--- src/hdl/bcc_exec_regs.svh ---
// Opcode, width and reset constants for the bit clear and invert executor
`ifndef BCC_EXEC_REGS_SVH
`define BCC_EXEC_REGS_SVH
`define BCC_OP_CLR_BIT   8'hC2
`define BCC_OP_CLR_CARRY 8'hC3
`define BCC_OP_INV_ACC   8'hF4
`define BCC_OP_INV_CARRY 8'hB3
`define BCC_OP_INV_BIT   8'hB2
`define BCC_LEN_ONE      2'h1
`define BCC_LEN_TWO      2'h2
`define BCC_ACC_RST      8'h00
`define BCC_CARRY_RST    1'b0
`define BCC_BADDR_PORT   1'b1
`define BCC_ADDR_RST     8'h00
`endif

--- src/hdl/bcc_exec_pkg.sv ---
// Types shared by the bit clear and invert executor
package bcc_exec_pkg;
    typedef enum logic [1:0] {
        BCC_ST_OPCODE = 2'b00,
        BCC_ST_OPERAND = 2'b01
    } bcc_state_t;

    typedef enum logic [2:0] {
        BCC_OP_NONE      = 3'b000,
        BCC_OP_CLR_BIT   = 3'b001,
        BCC_OP_CLR_CARRY = 3'b010,
        BCC_OP_INV_ACC   = 3'b011,
        BCC_OP_INV_CARRY = 3'b100,
        BCC_OP_INV_BIT   = 3'b101
    } bcc_op_t;

    // Write request toward the bit-addressable space
    typedef struct packed {
        logic       valid;
        logic [7:0] addr;
        logic       value;
    } bcc_bit_wr_t;
endpackage

--- src/hdl/bcc_exec.sv ---
// Executor for bit clear, bit invert and accumulator invert instructions
`timescale 1ns/10ps
`include "bcc_exec_regs.svh"
// Function
// RULE_01 - Bit clear forces target bit to zero, other flags untouched.
// RULE_02 - Bit clear targets carry or any directly addressable bit.
// RULE_03 - Opcode C2 plus bit address byte clears that bit, one cycle.
// RULE_04 - Accumulator invert flips all eight bits, no flag changes.
// RULE_05 - Bit invert flips carry or addressed bit, other flags untouched.
// RULE_06 - Port bits invert from output latch value, never from pin.
// RULE_07 - Opcode B2 plus bit address byte inverts that bit, one cycle.
// RULE_08 - Opcodes C3, F4, B3 are one byte, one cycle forms.
module bcc_exec
(
    input  wire logic                      core_clk,
    input  wire logic                      rst,
    input  wire logic                      fetch_valid,
    input  wire logic [7:0]                fetch_byte,
    input  wire logic                      bit_rd_latch,
    input  wire logic                      bit_rd_ram,
    output bcc_exec_pkg::bcc_bit_wr_t      bit_wr,
    output logic      [7:0]                bit_rd_addr,
    output logic      [7:0]                acc,
    output logic                           carry,
    output logic                           retire,
    output logic                           busy,
    output logic                           unknown_op
);
    bcc_exec_pkg::bcc_state_t   state_q;
    bcc_exec_pkg::bcc_state_t   state_d;
    bcc_exec_pkg::bcc_op_t      pend_q;
    bcc_exec_pkg::bcc_op_t      dec_op;
    bcc_exec_pkg::bcc_bit_wr_t  bit_wr_q;
    bcc_exec_pkg::bcc_bit_wr_t  bit_wr_d;
    logic [1:0]                 dec_len;
    logic [7:0]                 acc_q;
    logic [7:0]                 acc_d;
    logic                       carry_q;
    logic                       carry_d;
    logic                       retire_q;
    logic [7:0]                 rd_addr_q;
    logic [7:0]                 rd_addr_d;
    logic                       retire_d;
    logic                       busy_q;
    logic                       busy_d;
    logic                       unknown_q;
    logic                       unknown_d;

    bcc_opdec u_opdec
    (
        .opcode (fetch_byte),
        .op     (dec_op),
        .length (dec_len)
    );

    wire take_op      = fetch_valid && (state_q == bcc_exec_pkg::BCC_ST_OPCODE);
    wire take_addr    = fetch_valid && (state_q == bcc_exec_pkg::BCC_ST_OPERAND);
    wire two_byte     = (dec_len == `BCC_LEN_TWO);
    wire op_clr_carry = take_op && (dec_op == bcc_exec_pkg::BCC_OP_CLR_CARRY);
    wire op_inv_carry = take_op && (dec_op == bcc_exec_pkg::BCC_OP_INV_CARRY);
    wire op_inv_acc   = take_op && (dec_op == bcc_exec_pkg::BCC_OP_INV_ACC);
    wire op_none      = take_op && (dec_op == bcc_exec_pkg::BCC_OP_NONE);
    wire is_clr_bit   = take_addr && (pend_q == bcc_exec_pkg::BCC_OP_CLR_BIT);
    wire is_inv_bit   = take_addr && (pend_q == bcc_exec_pkg::BCC_OP_INV_BIT);
    // Bytes 80h and up are the special-function bit area, ports among them
    wire in_sfr_area  = (fetch_byte[7] == `BCC_BADDR_PORT);
    // Latch, not pin: a loaded pin must not corrupt the written value
    wire orig_bit     = in_sfr_area ? bit_rd_latch : bit_rd_ram; // RULE_06

    // Opcode byte opens a two-byte form; the next valid byte always closes it
    always_comb
    begin
        state_d = state_q;
        case (state_q)
            bcc_exec_pkg::BCC_ST_OPCODE:
            begin
                if (take_op && two_byte)
                begin
                    state_d = bcc_exec_pkg::BCC_ST_OPERAND; // RULE_03 RULE_07
                end
            end
            bcc_exec_pkg::BCC_ST_OPERAND:
            begin
                if (take_addr)
                begin
                    state_d = bcc_exec_pkg::BCC_ST_OPCODE;
                end
            end
            default:
            begin
                state_d = bcc_exec_pkg::BCC_ST_OPCODE;
            end
        endcase
    end

    // Carry is the only flag this block touches
    assign carry_d = op_clr_carry ? 1'b0 :     // RULE_01 RULE_02
                     op_inv_carry ? ~carry_q : // RULE_05
                                    carry_q;

    assign acc_d = op_inv_acc ? ~acc_q : acc_q; // RULE_04

    assign bit_wr_d.valid = is_clr_bit || is_inv_bit; // RULE_02
    assign bit_wr_d.addr  = fetch_byte;
    assign bit_wr_d.value = is_inv_bit ? ~orig_bit : 1'b0; // RULE_01 RULE_05

    // Single-cycle completion: retire the cycle after the last byte
    assign retire_d  = (take_op && !two_byte && !op_none) || take_addr; // RULE_08
    assign unknown_d = op_none;
    assign busy_d    = (state_d == bcc_exec_pkg::BCC_ST_OPERAND);
    // Read address is the raw operand byte, kept for the bit space lookup
    assign rd_addr_d = take_addr ? fetch_byte : rd_addr_q;

    always_ff @(posedge core_clk or posedge rst)
    begin
        if (rst)
        begin
            state_q <= bcc_exec_pkg::BCC_ST_OPCODE;
            pend_q  <= bcc_exec_pkg::BCC_OP_NONE;
        end
        else
        begin
            state_q <= state_d;
            if (take_op)
            begin
                pend_q <= dec_op;
            end
        end
    end

    always_ff @(posedge core_clk or posedge rst)
    begin
        if (rst)
        begin
            acc_q <= `BCC_ACC_RST;
        end
        else
        begin
            acc_q <= acc_d;
        end
    end

    always_ff @(posedge core_clk or posedge rst)
    begin
        if (rst)
        begin
            carry_q <= `BCC_CARRY_RST;
        end
        else
        begin
            carry_q <= carry_d;
        end
    end

    always_ff @(posedge core_clk or posedge rst)
    begin
        if (rst)
        begin
            bit_wr_q <= '0;
        end
        else
        begin
            bit_wr_q <= bit_wr_d;
        end
    end

    always_ff @(posedge core_clk or posedge rst)
    begin
        if (rst)
        begin
            retire_q <= 1'b0;
        end
        else
        begin
            retire_q <= retire_d;
        end
    end

    always_ff @(posedge core_clk or posedge rst)
    begin
        if (rst)
        begin
            unknown_q <= 1'b0;
        end
        else
        begin
            unknown_q <= unknown_d;
        end
    end

    always_ff @(posedge core_clk or posedge rst)
    begin
        if (rst)
        begin
            busy_q <= 1'b0;
        end
        else
        begin
            busy_q <= busy_d;
        end
    end

    always_ff @(posedge core_clk or posedge rst)
    begin
        if (rst)
        begin
            rd_addr_q <= `BCC_ADDR_RST;
        end
        else
        begin
            rd_addr_q <= rd_addr_d;
        end
    end

    assign bit_wr      = bit_wr_q;
    assign acc         = acc_q;
    assign carry       = carry_q;
    assign retire      = retire_q;
    assign busy        = busy_q;
    assign unknown_op  = unknown_q;
    assign bit_rd_addr = rd_addr_q;
endmodule

--- src/hdl/bcc_opdec.sv ---
// Opcode classifier for the bit clear and invert instructions
`timescale 1ns/10ps
`include "bcc_exec_regs.svh"
module bcc_opdec
(
    input  wire logic [7:0]           opcode,
    output bcc_exec_pkg::bcc_op_t     op,
    output logic      [1:0]           length
);
    wire is_clr_bit   = (opcode == `BCC_OP_CLR_BIT);
    wire is_clr_carry = (opcode == `BCC_OP_CLR_CARRY);
    wire is_inv_acc   = (opcode == `BCC_OP_INV_ACC);
    wire is_inv_carry = (opcode == `BCC_OP_INV_CARRY);
    wire is_inv_bit   = (opcode == `BCC_OP_INV_BIT);

    assign op = is_clr_bit   ? bcc_exec_pkg::BCC_OP_CLR_BIT :   // RULE_03
                is_clr_carry ? bcc_exec_pkg::BCC_OP_CLR_CARRY : // RULE_08
                is_inv_acc   ? bcc_exec_pkg::BCC_OP_INV_ACC :   // RULE_08
                is_inv_carry ? bcc_exec_pkg::BCC_OP_INV_CARRY : // RULE_08
                is_inv_bit   ? bcc_exec_pkg::BCC_OP_INV_BIT :   // RULE_07
                               bcc_exec_pkg::BCC_OP_NONE;
    assign length = (is_clr_bit || is_inv_bit) ? `BCC_LEN_TWO : `BCC_LEN_ONE;
endmodule

--- config.mk ---
export PLATFORM = sky130hd
export DESIGN_NAME = bcc_exec
export DESIGN_NICKNAME = d
export VERILOG_FILES = /design/src/hdl/bcc_exec_pkg.sv /design/src/hdl/bcc_exec.sv /design/src/hdl/bcc_opdec.sv
export VERILOG_INCLUDE_DIRS = /design/src /design/src/hdl
export SDC_FILE = /design/constraint.sdc
export NUM_CORES = 1
export LEC_CHECK = 0
export BUFFER_PORTS_ARGS = -buffer_cell sky130_fd_sc_hd__buf_2
export CORE_ASPECT_RATIO = 2
export CORE_MARGIN = 5
export CORE_UTILIZATION = 44
export CTS_BUF_LIST = sky130_fd_sc_hd__clkbuf_16
export DETAILED_ROUTE_END_ITERATION = 7
export PLACE_DENSITY = 0.73
export RECOVER_POWER = 25
export SLEW_MARGIN = 20
export SYNTH_ARGS = -nofsm -noshare
export SYNTH_HDL_FRONTEND = slang
export SYNTH_SLANG_ARGS = --single-unit
--- constraint.sdc ---
create_clock -name core_clk -period 1.55 [get_ports core_clk]
set_clock_uncertainty 0.15 [all_clocks]
set_input_delay 0.31 -clock core_clk [delete_from_list [all_inputs] [get_ports core_clk]]
set_output_delay 0.31 -clock core_clk [all_outputs]
set_load 0.1 [all_outputs]
## Word level (Yosys, flattened, before mapping)

Index checks and enable logic that the tools add are counted.
Widths: inputs -> output; s select.

| storage, ports and cells | value |
|---|---|
| flip-flop bits (word level) | 35 |
| bits in latches | 0 |
| RAM bits | 0 |
| bits in read-only memories | 0 |
| word-level logic and storage cells | 59 |
| memories | 0 |

| cells by class | value |
|---|---|
| add/sub/neg operators | 0 |
| $mul | 0 |
| div/mod/pow operators | 0 |
| magnitude comparators | 0 |
| equal/unequal tests | 13 |
| shift operators | 0 |
| mux-type cells | 13 |
| bitwise gates (word level) | 3 |
| reductions and logical operators | 19 |

Operators by type and width:

| operator | number |
|---|---|
| $eq 8x8->1 const B | 5 |
| $mux 3 | 5 |
| $logic_and 1x1->1 | 11 |
| $not 8->8 | 1 |
| $eq 3x2->1 const B | 2 |
| $eq 3x3->1 const B | 2 |
| $mux 2 | 3 |
| $eq 2x1->1 const B | 2 |
| $mux 1 | 4 |
| $pmux 2 s2 | 1 |
| $eq 3x1->1 const B | 1 |
| $logic_not 3->1 | 1 |
| $logic_or 1x1->1 | 3 |
| $eq 2x2->1 const B | 1 |
| $logic_not 1->1 | 2 |
| $logic_not 2->1 | 1 |
| $not 1->1 | 2 |
| $reduce_bool 2->1 | 1 |

## Logic depth before layout (Yosys ltp)

Gate-level depths: netlist of run 1.

| logic depth | value |
|---|---|
| depth after elaboration | 11 |
| mapped depth | 4 |
| gate-level depth less buffers | 4 |

## Cells and area by module

A second synthesis of run 1 with hierarchy kept.

| unflattened totals | value |
|---|---|
| cell total of the unflattened synthesis | 93 |
| area, all modules | 1,328.8 µm² |

Modules (own cells, without submodules):

| module | instances | cells each | area an instance (µm²) |
|---|---|---|---|
| bcc_exec | 1 | 79 | 1,228.7 |
| bcc_opdec | 1 | 14 | 100.1 |

## Least setup slack after synthesis of run 1

Ideal clock, no wire load.

| timing path | value |
|---|---|
| path type | register -> register |
| start point | register state_q[0] |
| end point | register acc_q[0] (netlist: acc[0]) |
| arrival | 1.323 ns |
| data required time | 1.241 ns |
| setup slack | -0.082 ns |
| cell stages (with the launch flop) | 5 |
| path buffers | 0 |
| cell sequence | dfrtp_1 -> nor3b_4 -> nand3_1 -> a211oi_4 -> mux2i_1 |

| on the way | value |
|---|---|
| word-level cells in the longest chain between the ends | 3 |

RTL lines:

| what | RTL line | source |
|---|---|---|
| from (decl) | bcc_exec.sv:29 | `bcc_exec_pkg::bcc_state_t state_q;` |
| from (signal assigned) | bcc_exec.sv:118 | `state_q <= bcc_exec_pkg::BCC_ST_OPCODE;` |
| from (signal assigned) | bcc_exec.sv:123 | `state_q <= state_d;` |
| $logic_not 2->1 | bcc_exec.sv:56 | `wire take_op = fetch_valid && (state_q == bcc_exec_pkg::BCC_ST_OPCODE);` |
| $logic_and 1x1->1 | bcc_exec.sv:56 |  |
| $logic_and 1x1->1 | bcc_exec.sv:61 | `wire op_inv_acc = take_op && (dec_op == bcc_exec_pkg::BCC_OP_INV_ACC);` |
| to (signal assigned) | bcc_exec.sv:135 | `` acc_q <= `BCC_ACC_RST; `` |
| to (decl) | bcc_exec.sv:36 | `logic [7:0] acc_q;` |

No other way between the ends.
A chain may end at the register's enable or synchronous reset.

## Worst setup path after layout of run 1

| timing path | value |
|---|---|
| start point | register state_q[0] |
| end point | register carry_q (netlist: carry) |

| on the way | value |
|---|---|
| word-level cells in the longest chain between the ends | 4 |
| elaborated cells between the ends (all ways) | 6 |
| those cells by class | mux (1); reduce/logical (5) |

RTL lines:

| what | RTL line | source |
|---|---|---|
| $logic_not 2->1 * | bcc_exec.sv:56 |  |
| $logic_and 1x1->1 * | bcc_exec.sv:56 |  |
| $logic_and 1x1->1, on equally long branches | bcc_exec.sv:59, bcc_exec.sv:60 |  |
| $mux 1 / $reduce_bool 2->1 (equally long branches) | n/a |  |
| to (signal assigned) | bcc_exec.sv:147 | `` carry_q <= `BCC_CARRY_RST; `` |
| to (signal assigned) | bcc_exec.sv:151 | `carry_q <= carry_d;` |
| to (decl) | bcc_exec.sv:38 | `logic carry_q;` |

Mark *: on every way between the ends. The rest lies on a longest branch, timed or not.

==> flow_metrics.env, run 1 <==
export IMPL_hpwl_mm=2.49
export IMPL_power_density_nw_per_um2=1070
export IMPL_synth_common_cells="dfrtp_1 (35), mux2i_1 (9), mux2_2 (7), inv_1 (5)"
export IMPL_worstSetupEndpointType="flip-flop"
export IMPL_crit_top_cell="buf_4"
export IMPL_synth_most_common_cell="dfrtp_1"
export IMPL_synth_edf_count=0
export IMPL_min_from="fetch_byte[3]"
export IMPL_power_leakage_uw=0.00105
export IMPL_worstReg2RegEnd="carry"
export IMPL_crit_chain="nor3b_4 -> nand3_2 -> buf_4 -> buf_6 -> buf_4 -> nor2_2 -> a21oi_1"
export IMPL_design_die_area_um2=4450
export IMPL_synthArstFlopShare_pct=100
export IMPL_area_growth_pct=54.9
export IMPL_synthFlopType="dfrtp_1"
export IMPL_clk_pin_slew_ns=0.05
export IMPL_layout_setup_ws_ns=-0.0375
export IMPL_synthTopCellsByArea="dfrtp_1 (63%), mux2i_1 (6.5%), mux2_2 (5.7%)"
export IMPL_wirelength_mm=3.46
export IMPL_gp_congestion=0.774
export IMPL_vias_per_cell=5.17
export IMPL_cts_tree="built"
export IMPL_start_util_pct=44.5
export IMPL_ys_ff_latch=35
export IMPL_numCtsBuffers=5
export IMPL_violations="negative setup slack"
export IMPL_synth_cell_types=32
export IMPL_via_count=1055
export IMPL_hold_class="in2reg"
export IMPL_holdWs_ns=0.0537
export IMPL_worst_r2r_cell_count=7
export IMPL_firstDrtPassIters=4
export IMPL_htree_levels=2
export IMPL_start_kind="flip-flop"
export IMPL_grt_overflow=0
export IMPL_worstSetupPathType="reg2reg"
export IMPL_fin_crit_sh_pct=102
export IMPL_ant_nets=0
export IMPL_synth_top_area_share_pct=63.0
export IMPL_status="complete, but fails checks"
export IMPL_fp_dieH_um=89.5
export IMPL_worst_path_largest_cell_delay_ns=0.41
export IMPL_antenna_cells=0
export IMPL_finalHoldViolations=0
export IMPL_initialDrtViolationCount=13
export IMPL_grt_max_degree=36
export IMPL_syn_area_um2=1390
export IMPL_insertion_delay_ns=0.27
export IMPL_track_usage_pct=17.8
export IMPL_worstPathMaxFanout=2
export IMPL_first_global_vias=1154
export IMPL_row_count=29
export IMPL_ioPinCount=43
export IMPL_cp_arrival_ns=1.60
export IMPL_synth_nets=113
export IMPL_fin_nets=185
export IMPL_power_total_uw=2310
export IMPL_r2r_start="state_q[0]"
export IMPL_slew_violations=0
export IMPL_holdPathEnd="bit_wr[4]"
export IMPL_ys_warn_count=0
export IMPL_synth_top_cell_by_area="dfrtp_1"
export IMPL_synth_avg_cell_area_um2=13.9
export IMPL_port_buffer_count=42
export IMPL_reg2reg_slack_ns=-0.04
export IMPL_clock_path_buffers=2
export IMPL_hold_depth=1
export IMPL_min_period_ns=1.59
export IMPL_clock_fmax_ghz=0.630
export IMPL_critPathRequiredTime_ns=1.56
export IMPL_syn_inst=100
export IMPL_max_cap_violations=0
export IMPL_cp_slowest_cell="dfrtp_1"
export IMPL_rsz0062_at_grt="yes"
export IMPL_grt_first_pass_wirelength_mm=5.79
export IMPL_drc_errors=0
export IMPL_drive_gt1_share_pct=48.0
export IMPL_antenna_found_initial=0
export IMPL_cts_root_buf="clkbuf_16"
export IMPL_chipWidth_um=49.7
export IMPL_synth_seq_area_share_pct=63.0
export IMPL_wl_per_cell_um=17.0
export IMPL_n_fill_cell=230
export IMPL_coreArea_um2=3120
export IMPL_clock_sinks=35
export IMPL_ir_worst_vdd_mv=0.987
export IMPL_setup_viol=3
==> worst max-delay path: cells and delay by family (launching register included) <==
kind,cells,cell delay [ns]
flip-flops,1,0.41
AND/OR/NAND/NOR,3,0.46
AO/OA/AOI/OAI,1,0.07
buffers and inverters,3,0.38
==> where the power goes <==
part	switching (µW)	internal, µW
registers	23.5	948
logic	296	121
clock network	338	579
==> registers in the layout, indices dropped and copies added, names as in the netlist <==
signal,cells
acc,8
bit_rd_addr,8
bit_wr,10
pend_q,3
carry,1
busy,1
retire,1
state_q,2
unknown_op,1
==> final cells by class <==
type / instances / area (µm²) / area share [%]
well taps: 31 / 38.8 / 1.80
flip-flops and latches: 35 / 876 / 40.7
repair buffers: 66 / 578 / 26.8
clock inverters: 3 / 12.5 / 0.581
multi-input cells: 59 / 504 / 23.4
inverters: 5 / 18.8 / 0.872
clock buffers: 5 / 125 / 5.81
==> kinds of logic after synthesis <==
group / count (synthesis) / share of synthesized area [%]
xor+xnor: 1 / 0.630
buf+inv: 6 / 1.71
flops: 35 / 63.0
compound gates: 14 / 8.19
mux: 16 / 12.2
other cells: 1 / 0.270
simple gates: 27 / 14.0
==> placed cells by master (no fill, tap or decap), types with 2 or more instances in the layout <==
cell type,n
and3b_2,2
buf_4,17
nand4_1,2
buf_2,24
nand3_2,2
buf_12,13
inv_1,7
o211ai_1,2
buf_6,2
and3_1,3
nand2_1,3
nor2_1,3
a21oi_1,2
clkbuf_1,8
dfrtp_1,35
o21ai_0,4
mux2_2,7
mux2i_1,9
clkbuf_16,5
nor3b_1,2
==> how the worst max path moves through the flow <==
stage | from | endpoint | slack, ns | depth (start not counted)
floorplan | state_q[0] | acc[0] | -0.04 | 4
global placement | fetch_byte[4] | acc[0] | -0.16 | 5
detailed placement | fetch_byte[4] | acc[0] | -0.27 | 5
CTS | state_q[0] | acc[1] | -0.03 | 4
global route | state_q[0] | acc[1] | -0.15 | 4
finish | state_q[0] | carry | -0.04 | 7
==> per-stage QoR <==
| stage | setup WS [ns] | utilization, % | instances | setup TNS [ns] | area, µm² |
|---|---|---|---|---|---|
| after detailed placement | -0.272 | 63.1 | 190 | -2.15 | 1970 |
| after CTS | -0.0272 | 68.8 | 203 | -0.0454 | 2150 |
| after global routing | -0.147 | 69.0 | 204 | -1.11 | 2150 |
| after global placement | -0.157 | 63.1 | 190 | -1.28 | 1970 |
| after floorplan | -0.0365 | - | 100 | -0.292 | 1400 |
| final | -0.0375 | 69.0 | 204 | -0.0564 | 2150 |
==> metal layers <==
| layer | vias to the layer above | track usage, % | wire length, µm | part of all wire [%] |
|---|---|---|---|---|
| li1 | 499 | - | - | - |
| met1 | 516 | 17.7 | 1180 | 34 |
| met2 | 34 | 33.1 | 2040 | 59 |
| met3 | 6 | 4.17 | 155 | 4.5 |
| met4 | 0 | 9.31 | 85 | 2.5 |
| met5 | - | 0 | 0 | 0 |
==> what timing repair did <==
item / 4_1_cts / 5_1_grt
endpoints found under the setup margin: 8 / 13
hold buffers: 1 / 0
gates resized for setup: 0 / 4
hold endpoints to repair: 35 / 0
cloned: 0 / 0
buffers inserted: 4 / 1
pin swaps: 1 / 0
Note: power is estimated with default switching activity, not from simulation.
==> run 2: changes to the inputs <==
- SETUP_SLACK_MARGIN: not set -> 0.2
- SLEW_MARGIN: 20 -> 40
==> run 2 against run 1 <==
The flow still finishes with violations (negative setup slack). Fmax is 2.2% lower. Largest cell class unchanged. Register-to-register slack worse by 0.02 ns. Largest power group is now the clock network. Via count is 8.8% higher. Sequential power is 1% higher. Clock power is 20% higher. Worst hold slack better by 0.0078 ns. Die area stayed put. Count of clock-buffer cells in the layout stayed put. Power is 12% higher. Sequential cell count stayed put. Highest routed layer unchanged. Sequential share of layout area is 6.0 points lower.
==> flow_metrics.env, run 2 (synthesis results as in run 1) <==
export IMPL_status="complete, but fails checks"
export IMPL_violations="negative setup slack"
export IMPL_via_count=1148
export IMPL_fin_setup_tns_ns=-0.572
export IMPL_layout_common_cells="buf_4 (28), buf_6 (24), dfrtp_1 (18), dfrtp_2 (17), buf_12 (16)"
export IMPL_start_kind="input port"
export IMPL_max_cap_violations=0
export IMPL_final_cell_area_um2=2580
export IMPL_worstPathMaxFanout=8
export IMPL_design_die_area_um2=4450
export IMPL_cts_tree="built"
export IMPL_antenna_cells=0
export IMPL_fin_nets=203
export IMPL_ir_worst_vdd_mv=1.19
export IMPL_drive_gt1_share_pct=70.2
export IMPL_first_global_vias=1248
export IMPL_wirelength_mm=4.11
export IMPL_insertion_delay_ns=0.28
export IMPL_track_usage_pct=18.2
export IMPL_dpl_cell_area_um2=2010
export IMPL_gp_congestion=0.811
export IMPL_grt_first_pass_wirelength_mm=6.04
export IMPL_htree_levels=2
export IMPL_antenna_found_initial=0
export IMPL_mostFrequentLayoutCell="buf_4"
export IMPL_hold_class="in2reg"
export IMPL_critical_path_top_delay_family="simple AND/OR/NAND/NOR gates"
export IMPL_clock_sinks=35
export IMPL_grt_overflow=0
export IMPL_layout_setup_ws_ns=-0.0730
export IMPL_cp_num_buf_inv=2
export IMPL_clock_path_buffers=2
export IMPL_coreArea_um2=3120
export IMPL_slew_violations=0
export IMPL_cp_arrival_ns=1.63
export IMPL_port_buffer_count=42
export IMPL_finalHoldViolations=0
export IMPL_fin_crit_sh_pct=105
export IMPL_start_util_pct=44.5
export IMPL_worstSetupPathType="in2reg"
export IMPL_area_growth_pct=85.9
export IMPL_grt_max_degree=36
export IMPL_cp_slowest_cell="nor4b_1"
export IMPL_worst_path_largest_cell_delay_ns=0.43
export IMPL_power_density_nw_per_um2=999
export IMPL_worstSetupEndpointType="flip-flop"
export IMPL_firstDrtPassIters=4
export IMPL_crit_chain="clkbuf_1 -> nor4b_1 -> a32oi_2 -> a211oi_4 -> buf_6 -> mux2i_1"
export IMPL_clk_pin_slew_ns=0.05
export IMPL_row_count=29
export IMPL_numCtsBuffers=5
export IMPL_hpwl_mm=2.53
export IMPL_drc_errors=0
export IMPL_clock_fmax_ghz=0.616
export IMPL_setup_viol=9
export IMPL_chipWidth_um=49.7
export IMPL_cts_root_buf="clkbuf_16"
export IMPL_power_leakage_uw=0.00120
export IMPL_critPathRequiredTime_ns=1.56
export IMPL_power_total_uw=2580
export IMPL_initialDrtViolationCount=33
export IMPL_largest_register_ff_count=10
export IMPL_rsz0062_at_grt="yes"
export IMPL_fp_dieH_um=89.5
export IMPL_ioPinCount=43
export IMPL_ant_nets=0
export IMPL_n_fill_cell=154
export IMPL_wl_per_cell_um=18.5
export IMPL_vias_per_cell=5.17
export IMPL_min_period_ns=1.62
run 2: changes by cell type in the layout (fill, tap and decap cells not counted), sizes merged:
cell	delta
buf	+21
clkbuf	-3
inv	-2
bufinv	+1
clkinv	+1
run 2: report_power, final:
group | leakage (µW) | total, µW | switching, µW | internal [µW]
Sequential | 0.000435 | 981 | 30.5 | 951
Clock | 0.0000812 | 1100 | 355 | 748
Combinational | 0.000681 | 497 | 316 | 181
run 2: path summary, 6_finish.rpt:
path	startpoint	endpoint	slack, ns	cells after the start
max	fetch_byte[1]	acc[7]	-0.07	6
min	fetch_byte[3]	bit_wr[4]	0.06	1
max reg2reg	state_q[0]	carry	-0.06	6
min reg2reg	acc[4]	acc[4]	0.36	1
max in group asynchronous	rst	acc[7]	0.33	4
min in group asynchronous	rst	bit_wr[8]	0.56	4
run 2: what timing repair did:
action | in CTS | in global routing
setup endpoints to repair | 34 | 41
setup buffers | 9 | 14
pin swaps | 8 | 11
hold buffers | 1 | 0
gates resized for setup | 43 | 26
hold endpoints to repair | 35 | 0
run 2: cell type report:
type / count / area [µm²] / share of cell area, %
flip-flops and latches: 35 / 897 / 34.7
repair buffers: 84 / 892 / 34.5
multi-input cells: 59 / 573 / 22.2
clock buffers: 5 / 125 / 4.84
clock inverters: 3 / 38.8 / 1.50
well taps: 31 / 38.8 / 1.50
inverters: 5 / 18.8 / 0.726
run 2: metrics by stage:
step                      hold slack (ns)  utilization, %  worst slack [ns]  cells
after floorplan                     0.191               -           -0.0208    100
after global placement              0.259            64.3            -0.153    190
after detailed placement            0.278            64.3            -0.259    190
after CTS                          0.0379            76.4           -0.0325    208
after global routing               0.0643            82.8            -0.117    222
final                              0.0614            82.8           -0.0730    222
run 2: layer usage:
layer | GRT usage, % | wire [µm] | vias up
met3 | 4.67 | 163 | 9
met2 | 33.6 | 2410 | 35
met1 | 17.7 | 1410 | 568
met4 | 10.7 | 123 | 0
met5 | 0 | 0 | -
li1 | - | - | 536
==> run 3: changes to the inputs <==
--- a/constraint.sdc
+++ b/constraint.sdc
@@ -4,2 +4,2 @@
 set_output_delay 0.31 -clock core_clk [all_outputs]
-set_load 0.1 [all_outputs]
+set_load 0.05 [all_outputs]
==> run 3 against run 2 <==
The run still ends with negative setup slack left. Cell area down 21%. Fmax up 3.6%. Critical path depth unchanged. Setup slack better by 0.056 ns. Combinational power down 44%. Clock power down 17%. Sequential share of layout area up 8.4 points. Sequential cell count unchanged. Count of clock-buffer cells in the layout unchanged. Largest cell class unchanged. Highest routed layer unchanged.
==> flow_metrics.env, run 3 (synthesis results as in run 1) <==
export IMPL_layout_setup_ws_ns=-0.0168
export IMPL_wl_met1_mm=1.12
export IMPL_mostFrequentLayoutCell="dfrtp_1"
export IMPL_fin_setup_tns_ns=-0.0168
export IMPL_regArea_um2=876
export IMPL_fp_dieH_um=89.5
export IMPL_hpwl_mm=2.34
export IMPL_wl_met2_mm=1.97
export IMPL_drc_errors=0
export IMPL_area_growth_pct=46.3
export IMPL_ir_worst_vdd_mv=0.987
export IMPL_power_total_uw=2150
export IMPL_row_count=29
export IMPL_crit_chain="nor3b_4 -> nand3_2 -> buf_4 -> buf_4 -> nor2_1 -> a21oi_1"
export IMPL_insertion_delay_ns=0.28
export IMPL_multi_input_area_um2=527
export IMPL_grt_first_pass_wirelength_mm=5.11
export IMPL_min_from="fetch_byte[3]"
export IMPL_power_leakage_uw=0.00103
export IMPL_first_global_vias=1080
export IMPL_critical_path_top_delay_family="simple AND/OR/NAND/NOR gates"
export IMPL_gp_congestion=0.756
export IMPL_worstSetupPathType="reg2reg"
export IMPL_slew_violations=0
export IMPL_max_cap_violations=0
export IMPL_initialDrtViolationCount=7
export IMPL_port_buffer_count=42
export IMPL_crit_top_cell="buf_4"
export IMPL_fin_nets=184
export IMPL_worstPathMaxFanout=3
export IMPL_cts_tree="built"
export IMPL_largest_register_ff_count=10
export IMPL_pre_cts_ws_ns=-0.262
export IMPL_via_count=1059
export IMPL_worst_path_largest_cell_delay_ns=0.41
export IMPL_firstDrtPassIters=3
export IMPL_worst_r2r_cell_count=6
export IMPL_rsz0062_at_grt="yes"
export IMPL_n_fill_cell=249
export IMPL_clock_fmax_ghz=0.638
export IMPL_track_usage_pct=15.4
export IMPL_fin_util_pct=65.2
export IMPL_status="complete, but fails checks"
export IMPL_critPathRequiredTime_ns=1.56
export IMPL_met3_length_um=135
export IMPL_relSlewSlack_pct=45.6
export IMPL_cp_arrival_ns=1.58
export IMPL_design_die_area_um2=4450
export IMPL_hold_depth=1
export IMPL_vias_per_cell=5.22
export IMPL_worstReg2RegEnd="carry"
export IMPL_antenna_cells=0
export IMPL_grt_overflow=0
export IMPL_ioPinCount=43
export IMPL_cts_hold_buf=0
export IMPL_setup_viol=1
export IMPL_hold_class="in2reg"
export IMPL_chipWidth_um=49.7
export IMPL_drive_gt1_share_pct=51.2
export IMPL_top_layer="met4"
export IMPL_crit_start="state_q[1]"
export IMPL_cts_root_buf="clkbuf_16"
export IMPL_grt_max_degree=36
export IMPL_start_kind="flip-flop"
export IMPL_min_period_ns=1.57
export IMPL_reg2reg_slack_ns=-0.02
export IMPL_finalHoldViolations=0
export IMPL_start_util_pct=44.5
export IMPL_clk_pin_slew_ns=0.05
export IMPL_cp_num_buf_inv=2
export IMPL_antenna_found_initial=0
export IMPL_wirelength_mm=3.31
export IMPL_numCtsBuffers=5
export IMPL_dpl_cell_area_um2=1760
export IMPL_wl_per_cell_um=16.3
export IMPL_ant_nets=0
export IMPL_power_density_nw_per_um2=1060
export IMPL_holdPathEnd="bit_wr[4]"
export IMPL_clock_sinks=35
export IMPL_htree_levels=2
export IMPL_final_cell_area_um2=2030
export IMPL_worstSetupEndpointType="flip-flop"
export IMPL_cp_slowest_cell="dfrtp_1"
export IMPL_fin_crit_sh_pct=101
export IMPL_r2r_start="state_q[1]"
export IMPL_violations="negative setup slack"
export IMPL_clock_path_buffers=2
export IMPL_worstMarginPinSlew_ns=0.817
export IMPL_layout_common_cells="dfrtp_1 (35), buf_4 (26), buf_2 (21), mux2i_1 (9), buf_6 (7)"
export IMPL_coreArea_um2=3120
==> run 3: worst max-delay path by stage <==
stage / slack, ns / cells past startpoint / endpoint
after CTS: 0.03 / 5 / carry
final: -0.02 / 6 / carry
after detailed placement: -0.26 / 5 / acc[3]
after floorplan: -0.02 / 4 / acc[0]
after global routing: -0.05 / 5 / acc[3]
after global placement: -0.17 / 5 / acc[5]
==> run 3: cell type report <==
type	instances	share of cell area (%)
clock buffers	5	6.15
well taps	31	1.91
clock inverters	3	0.554
multi-input cells	59	25.9
inverters	5	0.923
flip-flops and latches	35	43.1
repair buffers	65	21.5
==> run 3: report_power, final <==
part / internal (µW) / switching, µW / total (µW)
clock: 576 / 334 / 910
combinational: 92.1 / 186 / 278
sequential: 948 / 16.8 / 965
total: 1620 / 537 / 2150
==> run 3: routing by layer <==
metal,GRT usage [%],vias up
met5,0,-
met4,7.88,0
met3,4.51,8
met2,27.8,26
met1,15.6,526
li1,-,499
==> run 3: per-stage QoR <==
step	hold slack [ns]	std cells
3_5_place_dp	0.295	188
3_3_place_gp	0.262	188
6_report	0.0620	203
4_1_cts	0.00341	201
5_1_grt	0.0710	203
2_1_floorplan	0.191	100
==> run 3: repair_timing <==
action | in CTS | in global routing
setup buffers | 5 | 2
pin swaps | 3 | 9
setup endpoints to repair | 26 | 28
gates resized for setup | 13 | 22
cloned | 0 | 0
